**src/mii_status_pkg.sv**
```systemverilog
// constants shared by the receive-side status signalling block
// assumes a 20 MHz core clock that oversamples the recovered receive clock
package mii_status_pkg;

    localparam int unsigned CORE_CLK_KHZ   = 20000;
    localparam int unsigned RX_CLK_10_KHZ  = 2500;
    localparam int unsigned RX_CLK_100_KHZ = 25000;
    localparam int unsigned RX_CLK_1G_KHZ  = 125000;

    localparam int unsigned BYTE_W   = 8;
    localparam int unsigned NIBBLE_W = 4;
    localparam int unsigned SPEED_W  = 2;

    // synchronised bundle: clk, rxAct, txAct, err, dv, data, speed, duplex, rgmii
    localparam int unsigned SYNC_W = 6 + BYTE_W + SPEED_W + 1;

    localparam logic [SPEED_W-1:0] SPEED_10   = 2'h0;
    localparam logic [SPEED_W-1:0] SPEED_100  = 2'h1;
    localparam logic [SPEED_W-1:0] SPEED_1000 = 2'h2;

    localparam logic [NIBBLE_W-1:0] NIBBLE_ZERO = 4'h0;
    localparam logic [BYTE_W-1:0]   BYTE_ZERO   = 8'h00;

endpackage

```
**src/sync_2ff.sv**
```systemverilog
// two-stage synchroniser for a bundle of asynchronous levels
// assumes each bit is a level that stays put for several core clocks
`timescale 1ns/1ps
`default_nettype none
module sync_2ff #(
    parameter int unsigned WIDTH = 1
) (
    input  wire logic             clk,
    input  wire logic             rst_n,
    input  wire logic             en,
    input  wire logic [WIDTH-1:0] asyncIn,
    output logic      [WIDTH-1:0] syncOut
);
    logic [WIDTH-1:0] meta_q;
    logic [WIDTH-1:0] meta_d;
    logic [WIDTH-1:0] stable_q;
    logic [WIDTH-1:0] stable_d;

    // first stage is read only by the second
    always_comb begin
        meta_d   = en ? asyncIn : meta_q;
        stable_d = en ? meta_q : stable_q;
    end

    always_ff @(posedge clk or negedge rst_n) begin
        if (!rst_n) begin
            meta_q   <= '0;
            stable_q <= '0;
        end else begin
            meta_q   <= meta_d;
            stable_q <= stable_d;
        end
    end

    assign syncOut = stable_q;
endmodule
`default_nettype wire

```
**src/mii_rx_status.sv**
```systemverilog
// receive-side status signalling towards the mac: clock, data valid, error,
// collision and carrier sense over mii or gmii, carrier sense held low in gmii full duplex; clock, control and data over rgmii
// assumes every input is asynchronous to core_clk and the recovered receive
// clock is slow enough to be oversampled; data is held a full receive clock
`timescale 1ns/1ps
`default_nettype none
module mii_rx_status
    import mii_status_pkg::*;
(
    input  wire logic              core_clk,
    input  wire logic              rst_n,
    input  wire logic              clkEn,
    input  wire logic              recClk,
    input  wire logic              rxActive,
    input  wire logic              txActive,
    input  wire logic              rxErrDet,
    input  wire logic              rxDataValid,
    input  wire logic [BYTE_W-1:0] rxDataIn,
    input  wire logic [SPEED_W-1:0] speedSel,
    input  wire logic              fullDuplex,
    input  wire logic              rgmiiSel,
    output logic                   rxClk,
    output logic                   rxDv,
    output logic                   rxCtl,
    output logic      [BYTE_W-1:0] rxData,
    output logic                   rxErr,
    output logic                   col,
    output logic                   crs
);
    logic [SYNC_W-1:0]  syncVec;
    logic               rxClkS;
    logic               rxActS;
    logic               txActS;
    logic               errS;
    logic               dvS;
    logic [BYTE_W-1:0]  dataS;
    logic [SPEED_W-1:0] speedS;
    logic               fdS;
    logic               rgmiiS;
    logic               gigS;
    logic               rise;
    logic               fall;

    logic              rxClkOut_q;
    logic              rxClkOut_d;
    logic              rxErr_q;
    logic              rxErr_d;
    logic              rxDv_q;
    logic              rxDv_d;
    logic              rxCtl_q;
    logic              rxCtl_d;
    logic [BYTE_W-1:0] rxData_q;
    logic [BYTE_W-1:0] rxData_d;
    logic              col_q;
    logic              col_d;
    logic              crs_q;
    logic              crs_d;

    sync_2ff #(
        .WIDTH   (SYNC_W)
    ) u_sync (
        .clk     (core_clk),
        .rst_n   (rst_n),
        .en      (clkEn),
        .asyncIn ({recClk, rxActive, txActive, rxErrDet, rxDataValid,
                   rxDataIn, speedSel, fullDuplex, rgmiiSel}),
        .syncOut (syncVec)
    );

    assign {rxClkS, rxActS, txActS, errS, dvS, dataS, speedS, fdS, rgmiiS} = syncVec;
    assign gigS = (speedS == SPEED_1000);
    // edges of the recovered clock: outputs follow them, as the mac samples them
    assign rise = rxClkS & ~rxClkOut_q;
    assign fall = ~rxClkS & rxClkOut_q;

    // receive path, stepped by the recovered clock
    always_comb begin
        rxClkOut_d = rxClkS;
        rxErr_d    = rxErr_q;
        rxDv_d     = rxDv_q;
        rxCtl_d    = rxCtl_q;
        rxData_d   = rxData_q;
        if (rise) begin
            if (rgmiiS) begin
                rxCtl_d  = dvS;
                rxData_d = {NIBBLE_ZERO, dataS[NIBBLE_W-1:0]};
            end else begin
                rxErr_d  = errS;
                rxDv_d   = dvS;
                rxCtl_d  = 1'b0;
                rxData_d = gigS ? dataS : {NIBBLE_ZERO, dataS[NIBBLE_W-1:0]};
            end
        end else if (fall && rgmiiS) begin
            rxCtl_d  = dvS ^ errS;
            rxData_d = {NIBBLE_ZERO, dataS[BYTE_W-1:NIBBLE_W]};
        end
        if (rgmiiS) begin
            rxErr_d = 1'b0;
            rxDv_d  = 1'b0;
        end
    end

    always_ff @(posedge core_clk or negedge rst_n) begin
        if (!rst_n) begin
            rxClkOut_q <= 1'b0;
            rxErr_q    <= 1'b0;
            rxDv_q     <= 1'b0;
            rxCtl_q    <= 1'b0;
            rxData_q   <= BYTE_ZERO;
        end else if (clkEn) begin
            rxClkOut_q <= rxClkOut_d;
            rxErr_q    <= rxErr_d;
            rxDv_q     <= rxDv_d;
            rxCtl_q    <= rxCtl_d;
            rxData_q   <= rxData_d;
        end
    end

    // collision and carrier sense, not tied to any mii clock
    always_comb begin
        col_d = 1'b0;
        crs_d = 1'b0;
        if (rgmiiS) begin
            col_d = 1'b0;
            crs_d = 1'b0;
        end else if (!fdS) begin
            col_d = rxActS & txActS;
            crs_d = rxActS | txActS;
        end else if (!gigS) begin
            crs_d = rxActS;
        end else begin
            crs_d = 1'b0;
        end
    end

    // collision leaves unaligned to any mii clock; the mac resynchronises it
    always_ff @(posedge core_clk or negedge rst_n) begin
        if (!rst_n) begin
            col_q <= 1'b0;
            crs_q <= 1'b0;
        end else if (clkEn) begin
            col_q <= col_d;
            crs_q <= crs_d;
        end
    end

    assign rxClk  = rxClkOut_q;
    assign rxErr  = rxErr_q;
    assign rxDv   = rxDv_q;
    assign rxCtl  = rxCtl_q;
    assign rxData = rxData_q;
    assign col    = col_q;
    assign crs    = crs_q;
endmodule
`default_nettype wire

```
**config.mk**
```make
export PLATFORM = sky130hd
export DESIGN_NAME = mii_rx_status
export DESIGN_NICKNAME = d
export VERILOG_FILES = /design/src/mii_status_pkg.sv /design/src/sync_2ff.sv /design/src/mii_rx_status.sv
export SDC_FILE = /design/constraint.sdc
export NUM_CORES = 1
export LEC_CHECK = 0
export BUFFER_PORTS_ARGS = -buffer_cell sky130_fd_sc_hd__buf_4
export CAP_MARGIN = 30
export CORE_MARGIN = 2
export CORE_UTILIZATION = 40
export DETAILED_ROUTE_END_ITERATION = 8
export PLACE_DENSITY_LB_ADDON = 0.08
export SLEW_MARGIN = 40
export SYNTH_ARGS = -nofsm -noshare
export SYNTH_HDL_FRONTEND = slang
export SYNTH_HIERARCHICAL = 1
export SYNTH_SLANG_ARGS = --single-unit
```
**constraint.sdc**
```tcl
create_clock -name core_clk -period 1.65 [get_ports core_clk]
set_clock_uncertainty 0.15 [all_clocks]
set_input_delay 0.2475 -clock core_clk [delete_from_list [all_inputs] [get_ports core_clk]]
set_output_delay 0.2475 -clock core_clk [all_outputs]
set_load 0.05 [all_outputs]
```
Word-level counts from Yosys, hierarchy flattened
Cells that the tools add are included.

storage, ports and cells
  register bits after elaboration = 48
  input port bits = 20
  output and inout port bits = 14
  word-level logic and storage cells = 38

cells by class
  eq/ne operators = 1
  muxes and demuxes = 16
  bitwise logic cells = 7
  reductions and logical operators = 5

operators by type and width
  kind                count
  $mux 8              4
  $mux 1              12
  $reduce_and 2->1    2
  $reduce_bool 2->1   2
  $and 1x1->1         3
  $eq 2x2->1 const B  1
  $not 1->1           2
  $logic_and 1x1->1   1
  $or 1x1->1          1
  $xor 1x1->1         1

Depth between registers and ports, before layout
Gate-level depths: netlist of the first run.

  word-level depth = 5
  mapped depth = 4
  depth with buffers taken out = 3

By module
Netlist of the first run, hierarchy kept.

by module, submodules not included
  module         times used  cells each  area an instance (µm²)
  sync_2ff       1           72          1,417.6
  mii_rx_status  1           56          723.2

Worst setup path before layout of the first run
OpenSTA, ideal clock, no wires.

  path type = flip-flop to flip-flop
  start = register rxClkOut_q (netlist: rxClk)
  end = register rxData_q[0] (netlist: rxData[0])
  library setup time = 0.125 ns
  data arrival time = 1.560 ns
  path slack = -0.185 ns
  stages on the path, launching flop included = 5
  buffers on the path = 1
  period minus slack after synthesis = 1.835 ns
  path through = dfrtp_1 -> nand2b_4 -> buf_6 -> mux2_4 -> mux2_2

on the way
  cells in the longest elaborated chain, start to end = 4
  elaborated cells between the ends (all ways) = 7
  those cells by class = mux: 1; bitwise: 3; reduce/logical: 3

RTL lines
  item                                              RTL line                                  text
  from (decl)                                       mii_rx_status.sv:44                       logic rxClkOut_q;
  from (signal assigned)                            mii_rx_status.sv:111                      rxClkOut_q <= rxClkOut_d;
  $and 1x1->1 or $not 1->1 (tied branches)          mii_rx_status.sv:74, mii_rx_status.sv:73
  $logic_and 1x1->1 or $and 1x1->1 (tied branches)  mii_rx_status.sv:93, mii_rx_status.sv:73
  $reduce_bool 2->1 (no source line)                n/a
  $reduce_and 2->1 (no source line)                 n/a
  to (signal assigned)                              mii_rx_status.sv:115                      rxData_q <= rxData_d;
  to (decl)                                         mii_rx_status.sv:52                       logic [BYTE_W-1:0] rxData_q;

Several ways; a longest one is shown, not always the timed one.
A chain may end at the register's enable or synchronous reset.

Worst setup path after layout of the first run
  start = register u_sync.stable_q[16] (netlist: u_sync/syncOut[16])
  end = register rxData_q[0] (netlist: rxData[0])

on the way
  cells in the longest elaborated chain, start to end = 5
  elaborated cells between the ends (all ways) = 7
  those cells by class = mux: 1; bitwise: 3; reduce/logical: 3

RTL lines
  item                                RTL line             text
  from (decl)                         sync_2ff.sv:16       logic [WIDTH-1:0] stable_q;
  from (signal assigned)              sync_2ff.sv:31       stable_q <= stable_d;
  $not 1->1                           mii_rx_status.sv:74  assign fall = ~rxClkS & rxClkOut_q;
  $and 1x1->1                         mii_rx_status.sv:74
  $logic_and 1x1->1                   mii_rx_status.sv:93  end else if (fall && rgmiiS) begin
  $reduce_bool 2->1 (no source line)  n/a
  $reduce_and 2->1 (no source line)   n/a

Several ways; a longest one is shown, not always the timed one.

==> summary.txt, run 1 <==
Worst setup path
  • CP max-delay cell: dfrtp_1
  • Worst Path Buf+Inv: 0
  • CP Class: register to register
  • Top Family by Delay on Critical Path: simple AND/OR/NAND/NOR gates
  • Worst EP required: 1690 ps
  • Crit path DAT: 1600 ps
  • CP startpoint kind: register
  • Worst path max stage delay: 450 ps
  • Max FO, Critical Path: 9
  • CP cell instances: and4b_4, nor2_4, mux2_2
  • CP Capture Type: register

Synthesis
  • Synth cell types: 24
  • Top area cells in the synthesized netlist: dfrtp_1 56%, mux2_4 24%, mux2_2 4.7%
  • Synth Warn #: 6
  • Post-synth ARST share: 100%
  • Most common cell in the synthesized netlist: dfrtp_1
  • Mapped Cells: 128
  • Avg Inst Size Synth: 16.7 um^2
  • Post-synth top area cell: dfrtp_1
  • Top cells by count, synth: 48 x dfrtp_1, 34 x mux2_4, 9 x mux2_2
  • Most used DFF post-synth: dfrtp_1
  • Yosys top cell area share: 56.1%
  • Register bit total from synthesis: 48
  • Post-synth EDFFs: 0
  • Synthesized area: 0.00214 mm^2
  • Part of the Yosys area used for sequential elements: 56.1%
  • Synthesized Nets: 148

Place
  • Post-DP HPWL: 2470 um
  • Port Buf Inserts: 33
  • Post-Place Setup Slack: 78.4 ps
  • DP Area: 0.00240 mm^2
  • GP Congestion: 0.723
  • Post-Place Cells: 227

Floorplanning
  • Die width: 77.2 um
  • Die H: 77.2 um
  • IO Pins: 34
  • Full die area: 0.00595 mm^2
  • Row cnt: 26
  • Total core area: 0.00514 mm^2
  • Initial Utilization: 41.7%

GRT
  • First-pass GRT wire length: 6040 um
  • Global route overflow: 0
  • GRT Total Usage: 13.1%
  • Vias in the first global route: 1161
  • Initial antenna violation count: 0
  • Largest net degree at the start of global routing: 49

Timing
  • Pins Over Slew Limit: 0
  • Setup TNS: 0 ps
  • RSZ-0062 raised after global routing: false
  • Slew headroom: 60.5%
  • Final setup margin: 84.5 ps
  • Slew @ Worst Pin: 593 ps
  • Fin. Hold Viols: 0
  • Hold_ws: 17.7 ps
  • Setup-failing EPs final: 0
  • Tmin final: 1570 ps
  • Tcrit/Tclk final: 94.9%
  • F_max: 639 MHz

Cells and area
  • Fin area: 0.00251 mm^2
  • Antenna cells: 0
  • Layout Nets: 185
  • Fillers: 468
  • Ratio of cells with drive above 1 in the final layout: 54.2%
  • Post-Layout Cell Count: 236
  • Area grow syn2layout: 17.2%
  • Post-layout util: 48.8%

Run status
  • Status: finished, final reports clean

Route
  • Drt total wl: 3590 um
  • Pre-antenna DRT Iters: 4
  • Post-DRT Antenna Nets: 0
  • DR WL/cell: 15.2 um
  • Via count: 1122
  • Vias per Instance: 4.75
  • Initial DRC count: 78
  • DRC: 0

Clocking
  • Clk_lat worst skew: 300 ps
  • Clock root buffer: clkbuf_8
  • CTS tree: yes
  • Num CTS Buffers: 5
  • CTS max path bufs: 2
  • Clk slew on worst S/H paths: 90 ps
  • # clock sinks: 48
  • H-tree depth: 2
  • Post_cts resized: 0

Hold path
  • Hold WC Path Type: input pin to register

Power
  • Peak VDD IR: 0.000539 V
  • Pwr Total: 3.30 mW
  • Static Leak: 1.21 nW
  • Pwr/cell area: 1310 mW/mm^2

Job
  • Max-cap violations: 0
registers in the layout, summed over array words and instances (netlist names):
register	cells
rxErr	1
rxCtl	1
u_sync/syncOut	17
rxData	8
u_sync/meta_q	17
rxClk	1
rxDv	1
crs	1
col	1
layout by cell type, fill, tap and decap left out, drive strengths merged:
cell type,netlist,final
dfrtp,48,48
mux2,43,43
buf,6,35
clkbuf,0,7
inv,6,6
a22o,4,4
o22ai,3,3
a22oi,2,2
nor2b,2,2
o21ai,2,2
nand2b,2,2
and4b,1,1
and3b,1,1
nor2,1,1
nor3b,1,1
a211oi,1,1
o2bb2ai,1,1
a2bb2oi,1,1
nor4b,1,1
nand4b,1,1
nand3b,1,1
clkinvlp,0,1
dlygate4sd3,0,1
area by class of cell:
cell class | instances | area (um^2) | share of cell area [%]
Clock buffer | 7 | 86.3 | 3.44
Tap cell | 70 | 87.6 | 3.49
Sequential cell | 48 | 1200 | 47.9
Timing Repair Buffer | 36 | 273 | 10.9
Inverter | 6 | 22.5 | 0.898
Clock inverter | 1 | 7.51 | 0.299
Multi-Input combinational cell | 68 | 830 | 33.1
where the power goes:
group	switching, mW	leakage (nW)	total (mW)	internal (mW)
Clock	0.391	0.0445	0.732	0.341
Combinational	0.576	0.587	1.03	0.457
Sequential	0.153	0.575	1.53	1.38
Total	1.12	1.21	3.30	2.18
per-layer routing:
| layer | global-route usage [%] | share of wire (%) |
|---|---|---|
| met5 | 0 | 0 |
| met4 | 5.36 | 1.6 |
| met3 | 4.12 | 4.0 |
| met2 | 18.3 | 44 |
| met1 | 18.8 | 50 |
final timing paths:
kind | slack, ps | startpoint | cells after the start | endpoint
setup / recovery | 80 | u_sync/syncOut[16]$_DFFE_PN0P_ | 3 | rxData[0]$_DFFE_PN0P_
hold / removal | 20 | rxDataIn[4] | 2 | u_sync/meta_q[8]$_DFFE_PN0P_
setup reg to reg | 80 | u_sync/syncOut[16]$_DFFE_PN0P_ | 3 | rxData[0]$_DFFE_PN0P_
hold reg to reg | 370 | u_sync/meta_q[6]$_DFFE_PN0P_ | 1 | u_sync/syncOut[6]$_DFFE_PN0P_
max in group asynchronous | 590 | rst_n | 2 | rxClk$_DFFE_PN0P_
min in group asynchronous | 330 | rst_n | 2 | u_sync/meta_q[1]$_DFFE_PN0P_
cells by family (layout without fill, tap and decap cells):
| kind of cell | count (synthesis) | count (layout) | share of synthesized area, % |
|---|---|---|---|
| and+or+nand+nor | 11 | 11 | 5.32 |
| AOI/OAI and AO/OA | 14 | 14 | 4.85 |
| buffers and inverters | 12 | 50 | 5.14 |
| muxes | 43 | 43 | 28.6 |
| DFF | 48 | 48 | 56.1 |
timing repair:
| action | 4_1_cts | 5_1_grt |
|---|---|---|
| hold endpoints to repair | 48 | 0 |
| hold buffers | 1 | 0 |
| buffers inserted | 0 | 0 |
Power figures use the tool's default switching activity.
==> run 2, diff against run 1 <==
- CORE_MARGIN: 2 -> default
==> summary.txt, run 2 (synthesis results as in run 1) <==
Run status
  • Status: finished, final reports clean

Power
  • Static Leak: 1.21 nW
  • Psw: 1.09 mW
  • Pwr/cell area: 1310 mW/mm^2
  • Peak VDD IR: 0.000528 V
  • Clk pwr share: 21.5%
  • Sw frac: 33.4%
  • Int Pwr: 2.18 mW
  • Register share of total power: 47.1%
  • Combinational share of power: 31.4%

Floorplanning
  • Row cnt: 26
  • IO Pins: 34
  • Die width: 75.2 um
  • Initial Utilization: 41.7%
  • Die H: 75.2 um
  • Total core area: 0.00514 mm^2
  • Full die area: 0.00565 mm^2

Worst setup path
  • CP Class: register to register
  • R2R cell count: 3
  • FF-to-FF setup slack: 70 ps
  • Reg-to-reg startpoint: u_sync/syncOut[16]$_DFFE_PN0P_
  • CP Capture Type: register
  • CP startpoint kind: register
  • Worst EP required: 1690 ps
  • Crit path DAT: 1610 ps
  • Max FO, Critical Path: 9
  • FF-to-FF End: rxData[0]$_DFFE_PN0P_

Clocking
  • Clk slew on worst S/H paths: 80 ps
  • Hold Buf Count CTS: 1
  • Postcts setup bufs: 0
  • Num CTS Buffers: 5
  • Clk_lat worst skew: 300 ps
  • H-tree depth: 2
  • Clock root buffer: clkbuf_8
  • # clock sinks: 48
  • Post_cts resized: 0
  • CTS tree: yes
  • CTS max path bufs: 2

Timing
  • Hold_ws: 21.9 ps
  • Fin. Hold Viols: 0
  • Pins Over Slew Limit: 0
  • Setup-failing EPs final: 0
  • Final setup margin: 72.3 ps
  • Slew @ Worst Pin: 593 ps
  • F_max: 634 MHz
  • Slew headroom: 60.4%
  • Tmin final: 1580 ps
  • RSZ-0062 raised after global routing: false
  • Tcrit/Tclk final: 95.6%

Route
  • Vias per Instance: 4.74
  • DR WL/cell: 15.4 um
  • DRC: 0
  • Drt total wl: 3630 um
  • Post-DRT Antenna Nets: 0
  • Via count: 1118
  • Initial DRC count: 47
  • Pre-antenna DRT Iters: 4

Place
  • Post-DP HPWL: 2470 um
  • Post-Place Setup Slack: 83.2 ps
  • GP Congestion: 0.727
  • Port Buf Inserts: 33

GRT
  • Initial antenna violation count: 0
  • First-pass GRT wire length: 5790 um
  • Largest net degree at the start of global routing: 49
  • Vias in the first global route: 1111
  • GRT Total Usage: 14.6%
  • Global route overflow: 0

Hold path
  • Hold Path Depth: 2
  • Hold path endpoint: u_sync/meta_q[10]$_DFFE_PN0P_
  • Hold wc startpoint: rxDataIn[6]
  • Hold WC Path Type: input pin to register

Cells and area
  • Ratio of cells with drive above 1 in the final layout: 53.6%
  • Antenna cells: 0
  • Commonest non-fill, non-tap cell in the layout: dfrtp_1
  • Layout Nets: 185
  • Most frequent cells in the layout: 47 x dfrtp_1, 35 x buf_4, 34 x mux2_4
  • Area grow syn2layout: 17.0%
  • Post-layout util: 48.7%

Job
  • Max-cap violations: 0
## run 2: power groups by stage
stage / clock network [mW] / logic (mW) / registers [mW]
2_1_floorplan: 0 / 0.426 / 1.87
3_3_place_gp: 0 / 1.02 / 1.56
3_5_place_dp: 0 / 1.04 / 1.56
4_1_cts: 0.737 / 1.04 / 1.54
5_1_grt: 0.792 / 1.09 / 1.57
6_report: 0.704 / 1.03 / 1.54
## run 2: how the worst max path moves through the flow
stage / from / end / depth (start not counted)
6_report: u_sync/syncOut[16]$_DFFE_PN0P_ / rxData[0]$_DFFE_PN0P_ / 3
5_1_grt: u_sync/syncOut[16]$_DFFE_PN0P_ / rxData[2]$_DFFE_PN0P_ / 3
4_1_cts: u_sync/syncOut[16]$_DFFE_PN0P_ / rxData[3]$_DFFE_PN0P_ / 3
3_5_place_dp: u_sync/syncOut[16]$_DFFE_PN0P_ / rxData[3]$_DFFE_PN0P_ / 3
3_3_place_gp: u_sync/syncOut[0]$_DFFE_PN0P_ / rxData[2]$_DFFE_PN0P_ / 3
2_1_floorplan: rxClk$_DFFE_PN0P_ / rxData[0]$_DFFE_PN0P_ / 4
## run 2: final cells by class
type	instances	area [um^2]
multi-input combinational	68	830
sequential	48	1200
inverter	6	22.5
tap	70	87.6
fill	488	2640
clock buffer	8	90.1
timing repair buffer	36	273
## run 2: worst max-delay path: stages (launching register included)
cell and delay, ps:
dfrtp_1 460, and4b_4 260, nor2_4 230, mux2_2 360
## run 2: routing by layer
metal | global-route usage [%] | part of all wire (%) | up-vias
li1 | - | - | 528
met1 | 19.4 | 50 | 558
met2 | 21.3 | 44 | 25
met3 | 5.49 | 4.8 | 7
met4 | 6.17 | 1.7 | 0
met5 | 0 | 0 | -
## run 2: metrics by stage
stage	cells	area (um^2)	power [mW]	setup TNS [ps]
floorplan	128	2140	2.30	-49.0
global placement	227	2400	2.58	0
detailed placement	227	2400	2.60	0
CTS	236	2500	3.32	0
global route	236	2500	3.45	0
finish	236	2500	3.27	0
